### config.mk
export PLATFORM = sky130hd
export DESIGN_NAME = pmm_top
export DESIGN_NICKNAME = d
export VERILOG_FILES = /design/src/verilog/pmm_pkg.sv /design/src/verilog/pmm_top.sv
export SDC_FILE = /design/constraint.sdc
export NUM_CORES = 2
export LEC_CHECK = 0
export ABC_CLOCK_PERIOD_IN_PS = 10100
export BUFFER_PORTS_ARGS = -buffer_cell sky130_fd_sc_hd__buf_4
export CAP_MARGIN = 0
export CORE_MARGIN = 2
export CORE_UTILIZATION = 30
export CTS_CLUSTER_SIZE = 25
export DETAILED_ROUTE_END_ITERATION = 12
export GPL_ROUTABILITY_DRIVEN = 0
export GPL_TIMING_DRIVEN = 0
export PLACE_DENSITY_LB_ADDON = 0.2
export SYNTH_ARGS = -nofsm -noshare
export SYNTH_HDL_FRONTEND = slang
export SYNTH_SLANG_ARGS = --single-unit
### constraint.sdc
create_clock -name clk -period 10.1 [get_ports clk]
set_clock_uncertainty 0.2 [all_clocks]
set_input_delay 1.515 -clock clk [delete_from_list [all_inputs] [get_ports clk]]
set_output_delay 1.515 -clock clk [all_outputs]
set_load 0.02 [all_outputs]
### src/verilog/pmm_pkg.sv
// package: constants and types for the power monitor back end
package pmm_pkg;
  localparam logic [7:0] ctrl_off     = 8'h00;
  localparam logic [7:0] status_off   = 8'h04;
  localparam logic [7:0] power_off    = 8'h08;
  localparam logic [7:0] pmax_off     = 8'h0c;
  localparam logic [7:0] pmin_off     = 8'h10;
  localparam logic [7:0] pthmax_off   = 8'h14;
  localparam logic [7:0] pthmin_off   = 8'h18;
  localparam logic [7:0] addr_off     = 8'h1c;
  localparam logic [7:0] chan_base    = 8'h20;
  localparam logic [7:0] chan_stride  = 8'h14;
  localparam logic [7:0] res_sub      = 8'h00;
  localparam logic [7:0] max_sub      = 8'h04;
  localparam logic [7:0] min_sub      = 8'h08;
  localparam logic [7:0] thmax_sub    = 8'h0c;
  localparam logic [7:0] thmin_sub    = 8'h10;
  localparam int         sel_lo_pos   = 0;
  localparam int         shdn_pos     = 1;
  localparam int         sel_hi_pos   = 2;
  localparam int         busy_pos     = 3;
  localparam int         chsel_pos    = 5;
  localparam int         snap_pos     = 7;
  localparam logic [7:0] ctrl_rst     = 8'h05;
  localparam logic [11:0] code_ones   = 12'hfff;
  localparam logic [11:0] code_zero   = 12'h000;
  localparam logic [23:0] pwr_ones    = 24'hffffff;
  localparam logic [23:0] pwr_zero    = 24'h000000;
  localparam logic [1:0] ch_sense     = 2'h0;
  localparam logic [1:0] ch_volt      = 2'h1;
  localparam logic [1:0] ch_aux       = 2'h2;
  typedef enum logic [1:0] {
    pmm_idle = 2'b00,
    pmm_conv = 2'b01,
    pmm_mult = 2'b11
  } pmm_state_t;
  typedef struct packed {
    logic [11:0] code;
    logic [11:0] max;
    logic [11:0] min;
    logic [11:0] thmax;
    logic [11:0] thmin;
  } pmm_chan_t;
  typedef struct packed {
    logic [1:0]  chan;
    logic [11:0] code;
    logic        done;
  } pmm_adc_t;
endpackage

### src/verilog/pmm_top.sv
// module: power monitor min/max, power and shutdown logic on ahb-lite
`timescale 1ns/1ps
module pmm_top (
  input  wire logic        clk,
  input  wire logic        sys_rst,
  input  wire logic        vdd_uvlo_ok,
  input  wire logic        internal_low_voltage_supply_uvlo_ok,
  input  wire logic        vdd_i2c_ok,
  input  wire logic        internal_low_voltage_supply_i2c_ok,
  input  wire logic [1:0]  addr_select_pin_hi,
  input  wire logic [1:0]  addr_select_pin_lo,
  input  wire logic        adc_done,
  input  wire logic [11:0] adc_code,
  input  wire logic        hsel,
  input  wire logic [31:0] haddr,
  input  wire logic [1:0]  htrans,
  input  wire logic        hwrite,
  input  wire logic [2:0]  hsize,
  input  wire logic [31:0] hwdata,
  input  wire logic        hready,
  output logic      [31:0] hrdata,
  output logic             hreadyout,
  output logic             hresp,
  output logic             adc_enable,
  output logic             adc_start,
  output logic      [1:0]  adc_chan,
  output logic             ref_enable,
  output logic             regulator_enable,
  output logic             iface_rst,
  output logic      [7:0]  bus_address,
  output logic      [9:0]  limit_status
);
  pmm_pkg::pmm_chan_t  ch [3];
  pmm_pkg::pmm_state_t state;
  logic [7:0]  ctrl;
  logic [23:0] power;
  logic [23:0] pmax;
  logic [23:0] pmin;
  logic [23:0] pthmax;
  logic [23:0] pthmin;
  logic [3:0]  addr_latch;
  logic [1:0]  s1_sup;
  logic [1:0]  s2_sup;
  logic [1:0]  s1_rst;
  logic [1:0]  s2_rst;
  logic [7:0]  s1_adr;
  logic [7:0]  s2_adr;
  logic        s1_done;
  logic        s2_done;
  logic        s3_done;
  logic [11:0] s1_code;
  logic [11:0] code_q;
  logic        done_q;
  logic        wr_pend;
  logic [7:0]  wr_addr;
  logic [1:0]  cur_ch;
  logic        snap_go;
  logic        shdn;
  logic [1:0]  vsel;
  logic        wr_en;
  logic [7:0]  rd_addr;
  logic [31:0] hrdata_c;
  logic [23:0] next_power;
  // unsigned compare of two codes
  function automatic logic lt12(input logic [11:0] a, input logic [11:0] b);
    lt12 = a < b;
  endfunction
  // byte-offset decode into a channel register window
  function automatic logic hit(input logic [7:0] a, input int c,
                               input logic [7:0] sub);
    hit = a == 8'(pmm_pkg::chan_base + 8'(c) * pmm_pkg::chan_stride + sub);
  endfunction
  // supply and address pin inputs synchronised
  always_ff @(posedge clk) begin
    s1_sup  <= {vdd_uvlo_ok, internal_low_voltage_supply_uvlo_ok};
    s2_sup  <= s1_sup;
    s1_rst  <= {vdd_i2c_ok, internal_low_voltage_supply_i2c_ok};
    s2_rst  <= s1_rst;
    s1_adr  <= {4'h0, addr_select_pin_hi, addr_select_pin_lo};
    s2_adr  <= s1_adr;
  end
  // converter handshake: done held high ends only one conversion
  always_ff @(posedge clk) begin
    s1_done <= adc_done;
    s2_done <= s1_done;
    s3_done <= s2_done;
    s1_code <= adc_code;
    code_q  <= s1_code;
    done_q  <= s2_done & ~s3_done;
  end
  assign shdn  = ctrl[pmm_pkg::shdn_pos];
  assign vsel  = {ctrl[pmm_pkg::sel_hi_pos], ctrl[pmm_pkg::sel_lo_pos]};
  // write data lands one edge after its address phase
  assign wr_en = wr_pend;
  always_ff @(posedge clk) begin
    if (sys_rst) begin
      adc_enable <= 1'b0;
      iface_rst  <= 1'b1;
    end else begin
      adc_enable <= (|s2_sup) & ~shdn;
      iface_rst  <= ~(|s2_rst);
    end
  end
  always_ff @(posedge clk) begin
    if (sys_rst) begin
      ref_enable       <= 1'b0;
      regulator_enable <= 1'b0;
    end else begin
      ref_enable       <= ~shdn;
      regulator_enable <= ~shdn;
    end
  end
  // address pins sampled only outside shutdown
  always_ff @(posedge clk) begin
    if (sys_rst) begin
      addr_latch  <= 4'h0;
      bus_address <= 8'h00;
    end else begin
      if (!shdn) begin
        addr_latch <= s2_adr[3:0];
      end
      bus_address <= {4'h0, addr_latch};
    end
  end
  // ahb-lite address phase capture, zero wait states
  always_ff @(posedge clk) begin
    if (sys_rst) begin
      wr_pend <= 1'b0;
      wr_addr <= 8'h00;
    end else begin
      wr_pend <= hsel & hready & htrans[1] & hwrite;
      if (hsel & hready & htrans[1]) begin
        wr_addr <= haddr[7:0];
      end
    end
  end
  assign hreadyout = 1'b1;
  assign hresp     = 1'b0;
  // conversion sequencer: continuous runs the fixed order,
  // snapshot waits for a request
  always_ff @(posedge clk) begin
    if (sys_rst || iface_rst) begin
      state     <= pmm_pkg::pmm_idle;
      cur_ch    <= pmm_pkg::ch_sense;
      adc_start <= 1'b0;
      adc_chan  <= pmm_pkg::ch_sense;
    end else begin
      adc_start <= 1'b0;
      case (state)
        pmm_pkg::pmm_idle: begin
          if (adc_enable && !ctrl[pmm_pkg::snap_pos]) begin
            state     <= pmm_pkg::pmm_conv;
            adc_start <= 1'b1;
            adc_chan  <= cur_ch;
          end else if (adc_enable && snap_go) begin
            state     <= pmm_pkg::pmm_conv;
            adc_start <= 1'b1;
            adc_chan  <= ctrl[pmm_pkg::chsel_pos +: 2];
          end
        end
        pmm_pkg::pmm_conv: begin
          if (!adc_enable) begin
            state <= pmm_pkg::pmm_idle;
          end else if (done_q) begin
            if (ctrl[pmm_pkg::snap_pos]) begin
              state <= pmm_pkg::pmm_idle;
            end else if (cur_ch == pmm_pkg::ch_aux) begin
              state  <= pmm_pkg::pmm_mult;
              cur_ch <= pmm_pkg::ch_sense;
            end else begin
              state  <= pmm_pkg::pmm_idle;
              cur_ch <= cur_ch + 2'h1;
            end
          end
        end
        pmm_pkg::pmm_mult: state <= pmm_pkg::pmm_idle;
        default: state <= pmm_pkg::pmm_idle;
      endcase
    end
  end
  // snapshot request and busy flag
  always_ff @(posedge clk) begin
    if (sys_rst) begin
      snap_go <= 1'b0;
    end else if (wr_en && wr_addr == pmm_pkg::ctrl_off &&
                 hwdata[pmm_pkg::snap_pos]) begin
      snap_go <= 1'b1;
    end else if (adc_start) begin
      snap_go <= 1'b0;
    end
  end
  // control register; busy is rebuilt every cycle
  always_ff @(posedge clk) begin
    if (sys_rst) begin
      ctrl <= pmm_pkg::ctrl_rst;
    end else begin
      if (wr_en && wr_addr == pmm_pkg::ctrl_off) begin
        ctrl <= hwdata[7:0];
      end
      ctrl[pmm_pkg::busy_pos] <= (state == pmm_pkg::pmm_conv) |
                                 snap_go;
    end
  end
  // power operand select and product
  always_comb begin
    case (vsel)
      2'b01:   next_power = 24'(ch[pmm_pkg::ch_sense].code) *
                            24'(ch[pmm_pkg::ch_volt].code);
      2'b10:   next_power = 24'(ch[pmm_pkg::ch_sense].code) *
                            24'(ch[pmm_pkg::ch_aux].code);
      default: next_power = 24'(ch[pmm_pkg::ch_sense].code) *
                            24'(ch[pmm_pkg::ch_volt].code);
    endcase
  end
  // power result, its extremes and thresholds
  always_ff @(posedge clk) begin
    if (sys_rst) begin
      power  <= pmm_pkg::pwr_zero;
      pmax   <= pmm_pkg::pwr_zero;
      pmin   <= pmm_pkg::pwr_ones;
      pthmax <= pmm_pkg::pwr_ones;
      pthmin <= pmm_pkg::pwr_zero;
    end else begin
      if (state == pmm_pkg::pmm_mult) begin
        power <= next_power;
        if (next_power > pmax) begin
          pmax <= next_power;
        end
        if (next_power < pmin) begin
          pmin <= next_power;
        end
      end
      if (wr_en && wr_addr == pmm_pkg::power_off) begin
        power <= hwdata[23:0];
        if (hwdata[23:0] > pmax) begin
          pmax <= hwdata[23:0];
        end
        if (hwdata[23:0] < pmin) begin
          pmin <= hwdata[23:0];
        end
      end
      if (wr_en && wr_addr == pmm_pkg::pmax_off) begin
        pmax <= hwdata[23:0];
      end
      if (wr_en && wr_addr == pmm_pkg::pmin_off) begin
        pmin <= hwdata[23:0];
      end
      if (wr_en && wr_addr == pmm_pkg::pthmax_off) begin
        pthmax <= hwdata[23:0];
      end
      if (wr_en && wr_addr == pmm_pkg::pthmin_off) begin
        pthmin <= hwdata[23:0];
      end
    end
  end
  // per-channel result, extremes and thresholds
  for (genvar c = 0; c < 3; c++) begin : g_ch
    logic        conv_end;
    logic [11:0] nv;
    logic        bus_res;
    // conversion end and bus write share the min/max path
    assign conv_end = state == pmm_pkg::pmm_conv && done_q && adc_enable &&
                      adc_chan == 2'(c);
    assign bus_res  = wr_en && hit(wr_addr, c, pmm_pkg::res_sub);
    assign nv       = bus_res ? hwdata[15:4] : code_q;
    always_ff @(posedge clk) begin
      if (sys_rst) begin
        ch[c].code  <= pmm_pkg::code_zero;
        ch[c].max   <= pmm_pkg::code_zero;
        ch[c].min   <= pmm_pkg::code_ones;
        ch[c].thmax <= pmm_pkg::code_ones;
        ch[c].thmin <= pmm_pkg::code_zero;
      end else begin
        if (conv_end || bus_res) begin
          ch[c].code <= nv;
          if (lt12(ch[c].max, nv)) begin
            ch[c].max <= nv;
          end
          if (lt12(nv, ch[c].min)) begin
            ch[c].min <= nv;
          end
        end
        if (wr_en && hit(wr_addr, c, pmm_pkg::max_sub)) begin
          ch[c].max <= hwdata[15:4];
        end
        if (wr_en && hit(wr_addr, c, pmm_pkg::min_sub)) begin
          ch[c].min <= hwdata[15:4];
        end
        if (wr_en && hit(wr_addr, c, pmm_pkg::thmax_sub)) begin
          ch[c].thmax <= hwdata[15:4];
        end
        if (wr_en && hit(wr_addr, c, pmm_pkg::thmin_sub)) begin
          ch[c].thmin <= hwdata[15:4];
        end
      end
    end
  end
  // window flags per channel and for power, plus mode bits
  always_ff @(posedge clk) begin
    if (sys_rst) begin
      limit_status <= 10'h000;
    end else begin
      for (int c = 0; c < 3; c++) begin
        limit_status[2*c]   <= lt12(ch[c].code, ch[c].thmin);
        limit_status[2*c+1] <= lt12(ch[c].thmax, ch[c].code);
      end
      limit_status[6]   <= power < pthmin;
      limit_status[7]   <= power > pthmax;
      limit_status[9:8] <= {adc_enable, shdn};
    end
  end
  // read mux
  always_comb begin
    hrdata_c = 32'h0;
    case (rd_addr)
      pmm_pkg::ctrl_off:   hrdata_c = {24'h0, ctrl};
      pmm_pkg::status_off: hrdata_c = {22'h0, limit_status};
      pmm_pkg::power_off:  hrdata_c = {8'h0, power};
      pmm_pkg::pmax_off:   hrdata_c = {8'h0, pmax};
      pmm_pkg::pmin_off:   hrdata_c = {8'h0, pmin};
      pmm_pkg::pthmax_off: hrdata_c = {8'h0, pthmax};
      pmm_pkg::pthmin_off: hrdata_c = {8'h0, pthmin};
      pmm_pkg::addr_off:   hrdata_c = {24'h0, bus_address};
      default: begin
        for (int c = 0; c < 3; c++) begin
          if (hit(rd_addr, c, pmm_pkg::res_sub))
            hrdata_c = {16'h0, ch[c].code, 4'h0};
          if (hit(rd_addr, c, pmm_pkg::max_sub))
            hrdata_c = {16'h0, ch[c].max, 4'h0};
          if (hit(rd_addr, c, pmm_pkg::min_sub))
            hrdata_c = {16'h0, ch[c].min, 4'h0};
          if (hit(rd_addr, c, pmm_pkg::thmax_sub))
            hrdata_c = {16'h0, ch[c].thmax, 4'h0};
          if (hit(rd_addr, c, pmm_pkg::thmin_sub))
            hrdata_c = {16'h0, ch[c].thmin, 4'h0};
        end
      end
    endcase
  end
  // data phase reads the address captured in the address phase
  assign rd_addr = wr_addr;
  assign hrdata  = hrdata_c;
endmodule

==> qor.txt <==
Top FF cell, synth: dfxtp_1
Worst r2r src: ch[0][54]$_SDFFCE_PN0P_
Area growth from synthesis to layout: 13.6%
Nets@finish: 4,669
Delay-heaviest family, CP: adder cells
R2r worst-path depth: 27
Main combinational cell family by area after synthesis: adder cells
Area contributors post-synth: edfxtp_1 (16%), ha_1 (15%), dfxtp_1 (13%)
Rel. slew slack: -2.29%
Final HPWL DP: 114,000 um
Core area: 110,000 um^2
WHS Endpoint: s2_rst[0]$_DFF_P_
Initial Util: 30.1%
Placed insts: 5,406
Worst setup EP type: flip-flop
Detail Route Antenna Nets: 0
CTS H-Tree Depth: 2
GR Util All Layers: 25.0%
YS warnings: 0
Worst endpoint data arrival time: 9950 ps
RR Endpoint: pmax[17]$_SDFF_PP0_
Clock tree sinks: 390
DRC viols: 0
Hold Path Depth: 0
Required time worst endpoint: 10,380 ps
Maximum vdd ir drop: 0.000112 V
Vias/cell: 5.43
CP Buf/Inv Count: 5
Async SR Flop Fraction: 0%
Final Non-Filler Cells: 5,505
Avg Cell Area, Syn: 8.76 um^2
Most frequent CP cell: fa_1
R2R setup slack: 430 ps
Mapped Area: 33,300 um^2
Compound-Gate Fraction of Synth Area: 16.2%
Fin. max-slew vios: 11
DR pass1 iterations: 7
Setup Viol. Count Final: 0
EDFF count, synth: 180
Gr ovfl total: 0
TritonCTS clock tree: yes
Die area: 114,000 um^2
Iteration-0 DRC Markers: 3,833
Hold buffer count at cts: 0
WHS: 123 ps
CTS max path bufs: 3
Skew-Pair Late Insertion Delay: 620 ps
Register clock-pin slew on the reported worst setup and hold paths: 60 ps
Pleak: 17.4 nW
Yosys cell types: 90
Port bufs: 103
Worst Hold Class: reg2reg
Number of cell rows: 122
Multi-input logic area: 20,900 um^2
Area leader, netlist: edfxtp_1
Share of cells above drive strength 1: 7.95%
Post-Route WL: 143,000 um
IO Pins: 154
CP Launch Type: flip-flop
Synth Area in Simple Gates: 16.2%
Die height: 337 um
Pre-CTS WS: -770 ps
Period minus WS final: 9670 ps
Slowest stage delay, CP: 550 ps
Multiplexer share of the synthesized area: 2.54%
Status: complete, but fails checks
Worst slew pin tran: 1530 ps
Mapped Cells: 3,795
Share of the synthesized area in the top cell type: 16.3%
P per Cell Area: 128 nW/um^2
Chip width: 337 um
Final period util: 95.7%
Num CTS Buffers: 46
Final core area utilization: 34.2%
Largest net degree at the start of global routing: 14
Hold Startpoint: s1_rst[0]$_DFF_P_
Worst setup path class: reg2reg
Sequential-to-total area share from yosys stat: 28.9%
Drt wl/cell: 26.0 um
Root buffer cell: clkbuf_16
Total number of vias: 29,900
Vias in the first global route: 28,900
Worst Slack Setup Final: 433 ps
Filler cells: 11,700
Fmax: 0.103 GHz
CP Max Fanout: 10
RSZ-0062 raised after global routing: no
Register area: 9610 um^2
Initial antenna violation count: 4
Failing checks: max-capacitance violations, max-slew violations
Fraction of synthesized cell area in xor and xnor cells: 0.685%
Synth Area in Adders: 27.0%
Max_cap viols: 2
Crit-path slowest cell: edfxtp_1
Final hold vios: 0
Synthesized flop and latch total: 390
First-pass GRT wire length: 205,000 um
-- through the flow --
stage          setup TNS (ps)  total power, mW  area (um^2)
3_5_place_dp           -19200             3.09        36000
5_1_grt                     0             5.07        37800
3_3_place_gp           -18670             3.08        35900
4_1_cts                     0             4.85        37600
2_1_floorplan               0             2.56        33300
6_report                    0             4.85        37800
-- flip-flops by register name (all words and copies together) (netlist names), 8 cells and up --
register / cells
rd_addr: 8
pthmin: 24
pthmax: 24
ch: 180
limit_status: 10
pmax: 24
pmin: 24
code_q: 12
ctrl: 8
power: 24
s1_code: 12
-- kinds of logic (layout without fill, tap and decap cells) --
kind of cell	Yosys count	count (layout)
adder cells (fa/ha/maj)	597	597
flip-flops	390	390
AO/OA/AOI/OAI	799	799
multiplexers	84	84
AND/OR/NAND/NOR	1166	1166
buffers and inverters	731	939
other	2	16
XOR/XNOR	26	26
-- cell usage in the layout (no fill, tap or decap), types with 18 or more instances in the layout --
| master | instances |
|---|---|
| o31ai_1 | 22 |
| mux2i_1 | 79 |
| edfxtp_1 | 180 |
| o211ai_1 | 26 |
| a21o_1 | 85 |
| and2_1 | 32 |
| nand2b_1 | 23 |
| inv_1 | 490 |
| nand4_1 | 48 |
| o22ai_1 | 18 |
| a21oi_1 | 196 |
| a22oi_1 | 101 |
| a211oi_1 | 29 |
| buf_4 | 136 |
| a221oi_1 | 22 |
| or2_2 | 36 |
| clkbuf_1 | 171 |
| a222oi_1 | 22 |
| o21ai_0 | 134 |
| and3_1 | 34 |
| nor2_1 | 305 |
| fa_1 | 200 |
| nand2_1 | 450 |
| dfxtp_1 | 210 |
| nor2b_1 | 28 |
| nand3_1 | 94 |
| ha_1 | 397 |
| a211o_1 | 24 |
| clkbuf_16 | 49 |
| nor3_1 | 44 |
-- report_power, final --
| part | total, mW | switching (mW) | internal [mW] | leakage (nW) |
|---|---|---|---|---|
| combinational | 1.36 | 0.895 | 0.463 | 13.3 |
| sequential | 1.72 | 0.0435 | 1.68 | 3.32 |
| clock | 1.77 | 0.751 | 1.02 | 0.773 |
-- Yosys cell counts (14+ instances only) --
library cell,instances
inv_1,490
nand2_1,450
ha_1,397
nor2_1,305
dfxtp_1,210
fa_1,200
a21oi_1,196
edfxtp_1,180
clkbuf_1,177
o21ai_0,139
a22oi_1,101
nand3_1,94
a21o_1,85
mux2i_1,80
nand4_1,48
nor3_1,44
or2_2,36
and3_1,34
and2_1,32
a211oi_1,29
nor2b_1,28
o211ai_1,26
o31ai_1,26
a211o_1,24
nand2b_1,23
a221oi_1,22
a222oi_1,22
o22ai_1,18
a31oi_1,17
buf_1,16
buf_2,16
buf_4,16
xnor2_1,16
a22o_1,14
nor4_1,14
-- worst max-delay path by stage --
stage / start / endpoint / slack (ps) / cells after the start
after CTS: ch[1][55]$_SDFFCE_PN0P_ / pmax[16]$_SDFF_PP0_ / 10 / 27
after detailed placement: ch[0][48]$_SDFFCE_PN0P_ / pmax[16]$_SDFF_PP0_ / -770 / 29
after floorplan: ch[0][51]$_SDFFCE_PN0P_ / pmin[9]$_SDFF_PP1_ / 1900 / 31
after global routing: ch[0][54]$_SDFFCE_PN0P_ / pmax[8]$_SDFF_PP0_ / 40 / 28
after global placement: ch[0][48]$_SDFFCE_PN0P_ / pmax[16]$_SDFF_PP0_ / -760 / 29
final: ch[0][54]$_SDFFCE_PN0P_ / pmax[17]$_SDFF_PP0_ / 430 / 27
-- per-layer routing --
metal | vias up | routed length, um | GRT usage [%]
met4 | 6 | 6060 | 8.98
met5 | - | 85 | 0
met2 | 1432 | 62000 | 38.8
met3 | 278 | 12700 | 3.96
met1 | 14700 | 62400 | 35.0
li1 | 13500 | - | -
-- area by class of cell --
class | count | area share, %
clock inverters | 24 | 0.659
well taps | 1488 | 4.93
inverters | 503 | 5.02
repair buffers | 125 | 2.62
diodes | 2 | 0.0132
plain buffers | 225 | 2.53
multi-input cells | 2686 | 55.3
clock buffers | 62 | 3.48
flip-flops and latches | 390 | 25.4
-- repair_timing --
item	in CTS	in global routing
hold endpoints to repair	0	0
setup endpoints to repair	43	42
resized for setup	11	12
setup buffers	1	13
No activity file was read; power rests on OpenSTA's default activity.
